### src/rxsm_consts.svh
`ifndef RXSM_CONSTS_SVH
`define RXSM_CONSTS_SVH

// ---------------------------------------------------------------
// register indices (byte address = index * 4)
// ---------------------------------------------------------------
`define RXSM_IDX_LINK_CTRL 14'h0700
`define RXSM_IDX_SLOT_LOW 14'h0710
`define RXSM_IDX_SLOT_HIGH 14'h0720
`define RXSM_IDX_SYNC_FAULT 14'h0730
`define RXSM_IDX_PATTERN 14'h0741
`define RXSM_IDX_IRQ_MASK 14'h0742
`define RXSM_IDX_IRQ_STATUS 14'h0743

// ---------------------------------------------------------------
// field positions
// ---------------------------------------------------------------
`define RXSM_CTRL_BIT_MODE 10
`define RXSM_CTRL_LINK_EN 7
`define RXSM_PATTERN_W 8

// ---------------------------------------------------------------
// reset values and sizes
// ---------------------------------------------------------------
`define RXSM_RST_16 16'h0000
`define RXSM_RST_PATTERN 8'h00
`define RXSM_LINKS 16
`define RXSM_SLOTS 32
`define RXSM_FRAME_LAST 8'hff

`endif

### src/rxsm_pkg.sv
package rxsm_pkg;
    typedef enum logic [2:0]
    {
        RXSM_BUS_IDLE = 3'b001,
        RXSM_BUS_LOOK = 3'b010,
        RXSM_BUS_ACK = 3'b100
    } rxsm_bus_e;
    typedef logic [15:0] rxsm_word_t;
endpackage

### src/rxsm_map_mem.sv
`timescale 1ns/1ps
`include "rxsm_consts.svh"

module rxsm_map_mem
(
    input wire logic clk_i,
    input wire logic rst_i,
    input wire logic wr_en_i,
    input wire logic [5:0] wr_addr_i,
    input wire logic [1:0] wr_sel_i,
    input wire logic [15:0] wr_data_i,
    input wire logic [5:0] rd_addr_i,
    output logic [15:0] rd_data_o,
    output logic [511:0] map_o
);
    // word {hi,link}: hi=0 holds slots 15:0, hi=1 holds slots 31:16
    logic [15:0] mem_ff [0:31];
    logic [15:0] rd_data_ff;

    always_ff @(posedge clk_i)
    begin
        if (rst_i)
        begin
            for (int i = 0; i < 32; i++)
            begin
                mem_ff[i] <= `RXSM_RST_16;
            end
        end
        else if (wr_en_i)
        begin
            if (wr_sel_i[0])
            begin
                mem_ff[wr_addr_i[4:0]][7:0] <= wr_data_i[7:0];
            end
            if (wr_sel_i[1])
            begin
                mem_ff[wr_addr_i[4:0]][15:8] <= wr_data_i[15:8];
            end
        end
    end

    always_ff @(posedge clk_i)
    begin
        if (rst_i)
        begin
            rd_data_ff <= `RXSM_RST_16;
        end
        else
        begin
            rd_data_ff <= mem_ff[rd_addr_i[4:0]];
        end
    end

    assign rd_data_o = rd_data_ff;

    for (genvar n = 0; n < `RXSM_LINKS; n++)
    begin : g_flat
        assign map_o[n*32 +: 32] = {mem_ff[16+n], mem_ff[n]};
    end
endmodule

### src/rxsm_top.sv
// The Wishbone interface to the registers is this design's own decision.
`timescale 1ns/1ps
`include "rxsm_consts.svh"

// Summary of operation
// - each link keeps 32 slot enables; a bit in a disabled slot still shows on rx_cell_bit_o but never raises rx_cell_bit_valid_o.
// - the low map register of a link enables slots 0 to 15, bit n for slot n.
// - the high map register of a link enables slots 16 to 31, bit n for slot n plus 16.
// - one shared register holds a sync fault flag per link, and writing zero to a flag clears it.
// - a per-link control bit picks bit-mode delineation when set and byte mode on frame sync when clear.
module rxsm_top
(
    input wire logic clk_i,
    input wire logic rst_i,
    input wire logic cyc_i,
    input wire logic stb_i,
    input wire logic we_i,
    input wire logic [15:2] adr_i,
    input wire logic [3:0] sel_i,
    input wire logic [31:0] dat_i,
    output logic [31:0] dat_o,
    output logic ack_o,
    output logic irq_o,
    input wire logic [15:0] rx_link_clock_i,
    input wire logic [15:0] rx_serial_data_in_i,
    input wire logic [15:0] rx_frame_sync_i,
    output logic [15:0] rx_cell_bit_o,
    output logic [15:0] rx_cell_bit_valid_o,
    output logic [15:0] rx_bit_mode_o,
    output logic [7:0] rx_delin_pattern_o
);
    import rxsm_pkg::*;

    // ---------------------------------------------------------------
    // functions
    // ---------------------------------------------------------------
    function automatic logic in_block(input logic [13:0] idx, input logic [13:0] base);
        in_block = (idx[13:4] == base[13:4]);
    endfunction

    function automatic logic [15:0] merge(input rxsm_word_t old, input rxsm_word_t nw,
                                          input logic [1:0] sel);
        merge = {sel[1] ? nw[15:8] : old[15:8], sel[0] ? nw[7:0] : old[7:0]};
    endfunction

    // ---------------------------------------------------------------
    // bus slave
    // ---------------------------------------------------------------
    rxsm_bus_e state_ff;
    logic ack_ff;
    logic [31:0] dat_ff;
    logic [15:0] ctrl_ff [0:15];
    logic [15:0] fault_ff;
    logic [15:0] irq_stat_ff;
    logic [15:0] irq_mask_ff;
    logic [7:0] pattern_ff;
    logic [15:0] mem_rd;
    logic [511:0] map;
    logic [13:0] idx;
    logic wr_now;
    logic is_map;
    logic [15:0] fault_evt;

    assign idx = adr_i;
    assign is_map = in_block(idx, `RXSM_IDX_SLOT_LOW) || in_block(idx, `RXSM_IDX_SLOT_HIGH);
    // writes land on the same edge that raises ack; the master holds the request until then
    assign wr_now = (state_ff == RXSM_BUS_LOOK) && we_i;

    always_ff @(posedge clk_i)
    begin
        if (rst_i)
        begin
            state_ff <= RXSM_BUS_IDLE;
        end
        else
        begin
            unique case (state_ff)
                RXSM_BUS_IDLE:
                begin
                    if (cyc_i && stb_i)
                    begin
                        state_ff <= RXSM_BUS_LOOK;
                    end
                end
                RXSM_BUS_LOOK:
                begin
                    state_ff <= RXSM_BUS_ACK;
                end
                RXSM_BUS_ACK:
                begin
                    state_ff <= RXSM_BUS_IDLE;
                end
                default:
                begin
                    state_ff <= RXSM_BUS_IDLE;
                end
            endcase
        end
    end

    always_ff @(posedge clk_i)
    begin
        if (rst_i)
        begin
            ack_ff <= 1'b0;
            dat_ff <= 32'h0000_0000;
        end
        else
        begin
            ack_ff <= (state_ff == RXSM_BUS_LOOK);
            // data only stand with ack, so a stale read never leaks out
            dat_ff <= 32'h0000_0000;
            if (state_ff == RXSM_BUS_LOOK && !we_i)
            begin
                // unmapped registers, bits 31:16 and pattern bits 15:8 read as zero; control words read back all 16 written bits
                dat_ff <= 32'h0000_0000;
                if (is_map)
                begin
                    dat_ff[15:0] <= mem_rd;
                end
                else if (in_block(idx, `RXSM_IDX_LINK_CTRL))
                begin
                    dat_ff[15:0] <= ctrl_ff[idx[3:0]];
                end
                else if (idx == `RXSM_IDX_SYNC_FAULT)
                begin
                    dat_ff[15:0] <= fault_ff;
                end
                else if (idx == `RXSM_IDX_PATTERN)
                begin
                    dat_ff[`RXSM_PATTERN_W-1:0] <= pattern_ff;
                end
                else if (idx == `RXSM_IDX_IRQ_MASK)
                begin
                    dat_ff[15:0] <= irq_mask_ff;
                end
                else if (idx == `RXSM_IDX_IRQ_STATUS)
                begin
                    dat_ff[15:0] <= irq_stat_ff;
                end
            end
        end
    end

    assign ack_o = ack_ff;
    assign dat_o = dat_ff;

    // slot maps live in the memory; the address word {hi,link} follows the index
    rxsm_map_mem u_map
    (
        .clk_i(clk_i),
        .rst_i(rst_i),
        .wr_en_i(wr_now && is_map),
        .wr_addr_i({1'b0, idx[5], idx[3:0]}),
        .wr_sel_i(sel_i[1:0]),
        .wr_data_i(dat_i[15:0]),
        .rd_addr_i({1'b0, idx[5], idx[3:0]}),
        .rd_data_o(mem_rd),
        .map_o(map)
    );

    always_ff @(posedge clk_i)
    begin
        if (rst_i)
        begin
            for (int i = 0; i < `RXSM_LINKS; i++)
            begin
                ctrl_ff[i] <= `RXSM_RST_16;
            end
        end
        else if (wr_now && in_block(idx, `RXSM_IDX_LINK_CTRL))
        begin
            ctrl_ff[idx[3:0]] <= merge(ctrl_ff[idx[3:0]], dat_i[15:0], sel_i[1:0]);
        end
    end

    always_ff @(posedge clk_i)
    begin
        if (rst_i)
        begin
            pattern_ff <= `RXSM_RST_PATTERN;
            irq_mask_ff <= `RXSM_RST_16;
        end
        else if (wr_now)
        begin
            if (idx == `RXSM_IDX_PATTERN && sel_i[0])
            begin
                pattern_ff <= dat_i[7:0];
            end
            if (idx == `RXSM_IDX_IRQ_MASK)
            begin
                irq_mask_ff <= merge(irq_mask_ff, dat_i[15:0], sel_i[1:0]);
            end
        end
    end

    // ---------------------------------------------------------------
    // fault flags and interrupt
    // ---------------------------------------------------------------
    logic [15:0] fault_clr;
    logic [15:0] stat_clr;

    assign fault_clr = (wr_now && idx == `RXSM_IDX_SYNC_FAULT) ?
                       ~merge(16'hffff, dat_i[15:0], sel_i[1:0]) : 16'h0000;
    assign stat_clr = (wr_now && idx == `RXSM_IDX_IRQ_STATUS) ?
                      merge(16'h0000, dat_i[15:0], sel_i[1:0]) : 16'h0000;

    always_ff @(posedge clk_i)
    begin
        if (rst_i)
        begin
            fault_ff <= `RXSM_RST_16;
            irq_stat_ff <= `RXSM_RST_16;
        end
        else
        begin
            fault_ff <= (fault_ff & ~fault_clr) | fault_evt;
            irq_stat_ff <= (irq_stat_ff & ~stat_clr) | fault_evt;
        end
    end

    always_ff @(posedge clk_i)
    begin
        if (rst_i)
        begin
            irq_o <= 1'b0;
        end
        else
        begin
            irq_o <= |(((irq_stat_ff & ~stat_clr) | fault_evt) & irq_mask_ff);
        end
    end

    // ---------------------------------------------------------------
    // link receive path
    // ---------------------------------------------------------------
    logic [15:0] clk_s1_ff, clk_s2_ff, clk_s3_ff;
    logic [15:0] dat_s1_ff, dat_s2_ff;
    logic [15:0] syn_s1_ff, syn_s2_ff;
    logic [7:0] pos_ff [0:15];
    logic [15:0] framed_ff;

    always_ff @(posedge clk_i)
    begin
        if (rst_i)
        begin
            clk_s1_ff <= 16'h0000;
            clk_s2_ff <= 16'h0000;
            clk_s3_ff <= 16'h0000;
            dat_s1_ff <= 16'h0000;
            dat_s2_ff <= 16'h0000;
            syn_s1_ff <= 16'h0000;
            syn_s2_ff <= 16'h0000;
        end
        else
        begin
            clk_s1_ff <= rx_link_clock_i;
            clk_s2_ff <= clk_s1_ff;
            clk_s3_ff <= clk_s2_ff;
            dat_s1_ff <= rx_serial_data_in_i;
            dat_s2_ff <= dat_s1_ff;
            syn_s1_ff <= rx_frame_sync_i;
            syn_s2_ff <= syn_s1_ff;
        end
    end

    always_comb
    begin
        fault_evt = 16'h0000;
        for (int n = 0; n < `RXSM_LINKS; n++)
        begin
            // a sync off the frame boundary, or a boundary without sync, is a fault
            if (clk_s2_ff[n] && !clk_s3_ff[n] && ctrl_ff[n][`RXSM_CTRL_LINK_EN]
                && !ctrl_ff[n][`RXSM_CTRL_BIT_MODE] && framed_ff[n]
                && (syn_s2_ff[n] != (pos_ff[n] == 8'h00)))
            begin
                fault_evt[n] = 1'b1;
            end
        end
    end

    always_ff @(posedge clk_i)
    begin
        if (rst_i)
        begin
            for (int n = 0; n < `RXSM_LINKS; n++)
            begin
                pos_ff[n] <= 8'h00;
            end
            framed_ff <= 16'h0000;
            rx_cell_bit_o <= 16'h0000;
            rx_cell_bit_valid_o <= 16'h0000;
        end
        else
        begin
            rx_cell_bit_valid_o <= 16'h0000;
            for (int n = 0; n < `RXSM_LINKS; n++)
            begin
                if (!ctrl_ff[n][`RXSM_CTRL_LINK_EN])
                begin
                    framed_ff[n] <= 1'b0;
                    pos_ff[n] <= 8'h00;
                end
                else if (clk_s2_ff[n] && !clk_s3_ff[n])
                begin
                    // byte mode realigns on sync; bit mode free-runs and ignores it
                    if (!ctrl_ff[n][`RXSM_CTRL_BIT_MODE] && syn_s2_ff[n])
                    begin
                        framed_ff[n] <= 1'b1;
                        pos_ff[n] <= 8'h01;
                        rx_cell_bit_valid_o[n] <= map[n*32];
                    end
                    else
                    begin
                        pos_ff[n] <= (pos_ff[n] == `RXSM_FRAME_LAST) ? 8'h00 : pos_ff[n] + 8'h01;
                        rx_cell_bit_valid_o[n] <= map[n*32 + 32'(pos_ff[n][7:3])];
                    end
                    rx_cell_bit_o[n] <= dat_s2_ff[n];
                end
            end
        end
    end

    always_ff @(posedge clk_i)
    begin
        if (rst_i)
        begin
            rx_bit_mode_o <= 16'h0000;
            rx_delin_pattern_o <= `RXSM_RST_PATTERN;
        end
        else
        begin
            for (int n = 0; n < `RXSM_LINKS; n++)
            begin
                rx_bit_mode_o[n] <= ctrl_ff[n][`RXSM_CTRL_BIT_MODE];
            end
            rx_delin_pattern_o <= pattern_ff;
        end
    end
endmodule

### config.mk
export PLATFORM = sky130hd
export DESIGN_NAME = rxsm_top
export DESIGN_NICKNAME = d
export VERILOG_FILES = /design/src/rxsm_pkg.sv /design/src/rxsm_map_mem.sv /design/src/rxsm_top.sv
export VERILOG_INCLUDE_DIRS = /design/src
export SDC_FILE = /design/constraint.sdc
export NUM_CORES = 2
export LEC_CHECK = 0
export CAP_MARGIN = 5
export CORE_MARGIN = 2
export CORE_UTILIZATION = 29
export DETAILED_ROUTE_END_ITERATION = 8
export DONT_BUFFER_PORTS = 1
export HOLD_SLACK_MARGIN = 0.03
export PLACE_DENSITY = 0.53
export SLEW_MARGIN = 10
export SYNTH_ARGS = -nofsm -noshare
export SYNTH_HDL_FRONTEND = slang
export SYNTH_HIERARCHICAL = 1
export SYNTH_SLANG_ARGS = --single-unit
### constraint.sdc
create_clock -name clk_i -period 3.1 [get_ports clk_i]
set_clock_uncertainty 0.2 [all_clocks]
set_input_delay 0.62 -clock clk_i [delete_from_list [all_inputs] [get_ports clk_i]]
set_output_delay 0.62 -clock clk_i [all_outputs]
set_load 0.01 [all_outputs]
==> Word level (Yosys, flattened, before mapping) <==
Memories as Yosys holds them, arrays and structs flattened. A register that Yosys moved wholly into a read port is not among the register bits.
Index checks and enable logic that the tools add are counted.
{ "word_totals": {"ff_bits": 277, "ram_bits": 896, "in_bits": 103, "out_inout_bits": 90, "elab_cells": 845, "mem_count": 3} }
{ "op_classes": {"add_sub_neg": 31, "order_cmp": 16, "n_eq_ne": 42, "mux": 372, "n_bitwise": 89, "n_reduce_logical": 225} }
{ "mem_list": {"columns": ["memory", "words", "word_bits", "rd", "rd_ports_with_merged_regs", "wr", "line_no", "text"], "rows": [
  ["u_map.mem_ff", 32, 16, 33, 1, 32, "rxsm_map_mem.sv:17", "logic [15:0] mem_ff [0:31];"],
  ["ctrl_ff", 16, 16, 17, 0, 16, "rxsm_top.sv:52", "logic [15:0] ctrl_ff [0:15];"],
  ["pos_ff", 16, 8, 16, 0, 16, "rxsm_top.sv:240", "logic [7:0] pos_ff [0:15];"]
]} }
{ "ops": {"columns": ["operator", "count"], "rows": [
  ["$mux 8", 72],
  ["$mux 1", 270],
  ["$mux 16", 9],
  ["$bmux 1 s9", 15],
  ["$add 8x1->8 const B", 16],
  ["$eq 8x8->1 const B", 16],
  ["$logic_not 8->1", 16],
  ["$logic_and 1x1->1", 104],
  ["$add 9x5->10 const A", 8],
  ["$lt 10x10->1 const B", 8],
  ["$reduce_and 2->1", 33],
  ["$eq 14x11->1 const B", 4],
  ["$and 16x16->16", 3],
  ["$not 16->16", 3],
  ["$or 1x1->1", 48],
  ["$reduce_or 16->1", 3],
  ["$reduce_or 3->1", 16],
  ["$lt 9x10->1 const B", 4],
  ["$add 8x5->9 const A", 4],
  ["$reduce_or 2->1", 17],
  ["$logic_not 1->1", 33],
  ["$not 1->1", 33],
  ["$or 16x16->16", 2],
  ["$eq 10x7->1 const B", 3],
  ["other kinds (17)", 35]
]} }

==> Depth between registers and ports, before layout <==
{ "logic_depth": {"depth_word": 10, "depth_mapped": 10, "ltp_nobuf": 8} }

==> Modules after synthesis <==
The synthesis kept the hierarchy.
{ "modules_own_cells": {"columns": ["mod", "instances", "cells_per_inst", "area_each_um2", "seq_area_each_um2"], "rows": [
  ["rxsm_top", 1, 2675, 32318.5, 16756.1],
  ["rxsm_map_mem", 1, 1569, 24388.4, 15695.1]
]} }

==> Least setup slack after synthesis <==
Ideal clock, no wire load.
{ "synth_path": {"path_type": "input-to-reg", "startpoint": "in adr_i[15] in the netlist's numbering", "endpoint": "mem u_map.mem_ff[23][0], enable pin", "setup_time_ns": 0.309, "t_arrival_ns": 2.754, "setup_slack_ns": -0.163, "path_stages": 8, "path_cell_list": "nor3b_1 nand2_1 nor3_1 and2_1 and3b_1 nand3_1 nor2_1 or2_2"} }
{ "synth_rtl": {"columns": ["element", "line_no", "text"], "rows": [
  ["from (decl)", "rxsm_top.sv:18", "input wire logic [15:2] adr_i,"],
  ["to (decl)", "rxsm_map_mem.sv:17", null]
]} }

==> results.py <==
metrics = {
    "cts": {
        "cts_buffers": 121,
        "cts_root_buf": "clkbuf_16",
        "cts.clk_slew.worst_paths_ps": 60,
        "cts.htree.levels": 3,
        "post-cts-setup-buffers": 0,
        "cts_tree": "built",
        "numClockSinks": 1173,
        "clk-insertion-delay-late_ps": 760,
        "clock_path_buffers": 3,
    },
    "cells_and_area": {
        "final_common_cell": "edfxtp_1",
        "fin_util_pct": 34.4,
        "final_cell_mix": "896 x edfxtp_1, 520 x nor2_1, 516 x and2_1, 308 x mux4_2, 277 x dfxtp_1",
        "nets": 4683,
        "areaGrowthSynthToFinish_pct": 18.2,
        "drive_gt1_share_pct": 19.7,
    },
    "global_route": {
        "grt_pass1_wl_um": 267000,
        "antenna_found_initial": 7,
        "grt_use_total_pct": 18.7,
        "grt_max_degree": 198,
        "overflow": 0,
        "grt_pass1_vias": 36320,
    },
    "detailed_routing": {
        "post_drt_wl_per_cell_um": 26.3,
        "firstDrtPassIters": 7,
        "vias": 37263,
        "avgViaCountPerCell": 5.17,
        "finalWirelength_um": 190000,
        "drc": 0,
        "drtAntennaViolNets": 0,
        "first_iter_violations": 4284,
    },
    "logic_synthesis": {
        "synth_top_area_share_pct": 47.4,
        "postSynthAreaPerCell_um2": 13.4,
        "synth_edf_count": 896,
        "postSynthCellCount": 4244,
        "ys_types": 76,
        "netlist_area_um2": 56700,
        "ys_async_sr_fraction_pct": 0,
        "seq_area_frac_synth_pct": 57.2,
        "synth_top_area_cell": "edfxtp_1",
        "synth_flop_cell": "edfxtp_1",
        "synth-seq-cells": 1173,
        "netlist_top_cells_area": "edfxtp_1 47%, mux4_2 12%, dfxtp_1 9.8%, and2_1 5.7%, nor2_1 3.4%",
        "yosysWarnings": 6,
    },
    "setup_path": {
        "reg2reg_depth": 5,
        "cp.required_ps": 3550,
        "endpoint_kind": "flop",
        "setup.worst_path.start_class": "flop",
        "cpMostUsedCell": "mux4_2",
        "path_cells": "mux4_2, mux4_2, mux2i_1, a2111oi_0, buf_4",
        "crit_type": "reg -> reg",
        "cp_slowest_cell": "edfxtp_1",
        "cp_max_fo": 9,
        "cpPeakStageDelay_ps": 780,
        "cp_data_arrival_time_ps": 3350,
    },
    "sta": {
        "whs_ps": 87.1,
        "slew_headroom_pct": 24.7,
        "fmax_mhz": 345,
        "drv_slew": 0,
        "grt_setup_unrepaired": "false",
        "worst_pin_slew_ps": 1130,
        "hold_viol": 0,
        "setup_viol": 0,
        "period_share_pct": 93.4,
        "fin_crit_ps": 2900,
        "setup_slack_ps": 204,
    },
    "power_and_ir_drop": {
        "peakVddDrop_v": 0.000452,
        "leakage_nw": 24.0,
        "total_power_mw": 36.0,
        "power_density_nw_per_um2": 537,
    },
    "flow_run": {
        "max-cap-violations": 0,
    },
    "floorplan": {
        "initial_core_util_pct": 29.1,
        "core-area_um2": 195000,
        "die_w_um": 446,
        "fp-row-count": 162,
        "pin_count": 193,
        "die_area_um2": 199000,
        "fp.dieH_um": 446,
    },
    "placed_design": {
        "place_ws_ps": -250,
        "place_hpwl_um": 128000,
        "port-buffer-count": 0,
        "place_congestion": 0.859,
    },
    "run_status": {
        "status": "complete, no violations",
    },
    "min_path": {
        "min_path_type": "in -> reg",
        "holdPathStages": 3,
    },
}
critical path: cells and delay by family, from the launching register on:
kind            cells  cell delay, ps
flops               1             780
mux                 3            1440
buf+inv             1             190
compound gates      1             160
final timing paths:
kind	start	end	slack, ps
worst max register to register	pos_ff[1][3]	rx_cell_bit_valid_o[8]	200
worst max-delay path	pos_ff[1][3]	rx_cell_bit_valid_o[8]	200
worst min register to register	dat_s1_ff[5]	dat_s2_ff[5]	240
worst min-delay path	dat_i[6]	irq_mask_ff[6]	90
where the power goes:
group / switching (mW) / leakage (nW) / internal [mW] / total (mW)
logic: 1.53 / 10.2 / 1.23 / 2.76
clock network: 6.47 / 2.04 / 9.05 / 15.5
registers: 0.355 / 11.7 / 17.3 / 17.7
cells by family after synthesis:
group	after synthesis	synth area share [%]
and+or+nand+nor	1800	16.8
muxes	477	16.8
adders and majority gates	32	0.706
buffers and inverters	347	3.25
xor gates and xnor gates	102	1.58
DFF	1173	57.2
other	1	0.00661
AOI/OAI and AO/OA	312	3.59
synth_stat cells, drive strengths merged, types with 19 or more instances:
cell type / instances
or2: 66
mux2i: 114
nand3b: 20
edfxtp: 896
clkbuf: 164
nand2: 198
and3: 31
nand2b: 56
ha: 32
inv: 72
nor3: 23
dfxtp: 277
o21ai: 56
a31oi: 32
nand3: 101
xnor2: 27
nor2: 520
a21oi: 95
a22oi: 26
nor2b: 170
xor2: 75
a221oi: 19
buf: 110
mux4: 351
and2: 517
sequential cells by signal, indices dropped and copies added, names as in the netlist, 16 cells and up:
name and cells:
dat_o 16, u_map/mem_ff 512, rx_bit_mode_o 16, dat_s2_ff 16
syn_s2_ff 16, clk_s2_ff 16, fault_ff 16, ctrl_ff 256
pos_ff 128, irq_mask_ff 16, rx_cell_bit_valid_o 16, irq_stat_ff 16
u_map/rd_data_o 16, rx_cell_bit_o 16, dat_s1_ff 16, framed_ff 16
clk_s1_ff 16, syn_s1_ff 16, clk_s3_ff 16
through the flow:
| step | cells | cell area [µm²] | setup TNS (ps) |
|---|---|---|---|
| 4_1_cts | 7197 | 67000 | 0 |
| 3_3_place_gp | 6805 | 60800 | -42460 |
| 2_1_floorplan | 4259 | 56800 | 0 |
| 5_1_grt | 7198 | 67000 | 0 |
| 3_5_place_dp | 6805 | 60800 | -40230 |
| 6_report | 7206 | 67000 | 0 |
repair_timing:
action | CTS | global route
setup endpoints to repair | 0 | 1
hold endpoints to repair | 878 | 0
gates resized for setup | 0 | 2
hold buffers | 162 | 0
layout make-up:
cell class | instances | area [µm²]
Fill cell | 18906 | 128000
Sequential cell | 1173 | 32500
Multi-Input combinational cell | 2739 | 22500
Timing Repair Buffer | 441 | 4410
Clock buffer | 159 | 3330
Tap cell | 2542 | 3180
Clock inverter | 71 | 860
Inverter | 72 | 270
Antenna cell | 9 | 22.5
metal layers:
metal / wire length (µm) / vias to the layer above / part of all wire (%) / global-route usage, %
met5: 0 / - / 0 / 0
met2: 91100 / 1504 / 48 / 31.0
met3: 12800 / 284 / 6.7 / 2.55
met1: 76600 / 19238 / 40 / 24.2
li1: - / 16237 / - / -
met4: 9120 / 0 / 4.8 / 8.72
(Power assumes the default switching activity.)
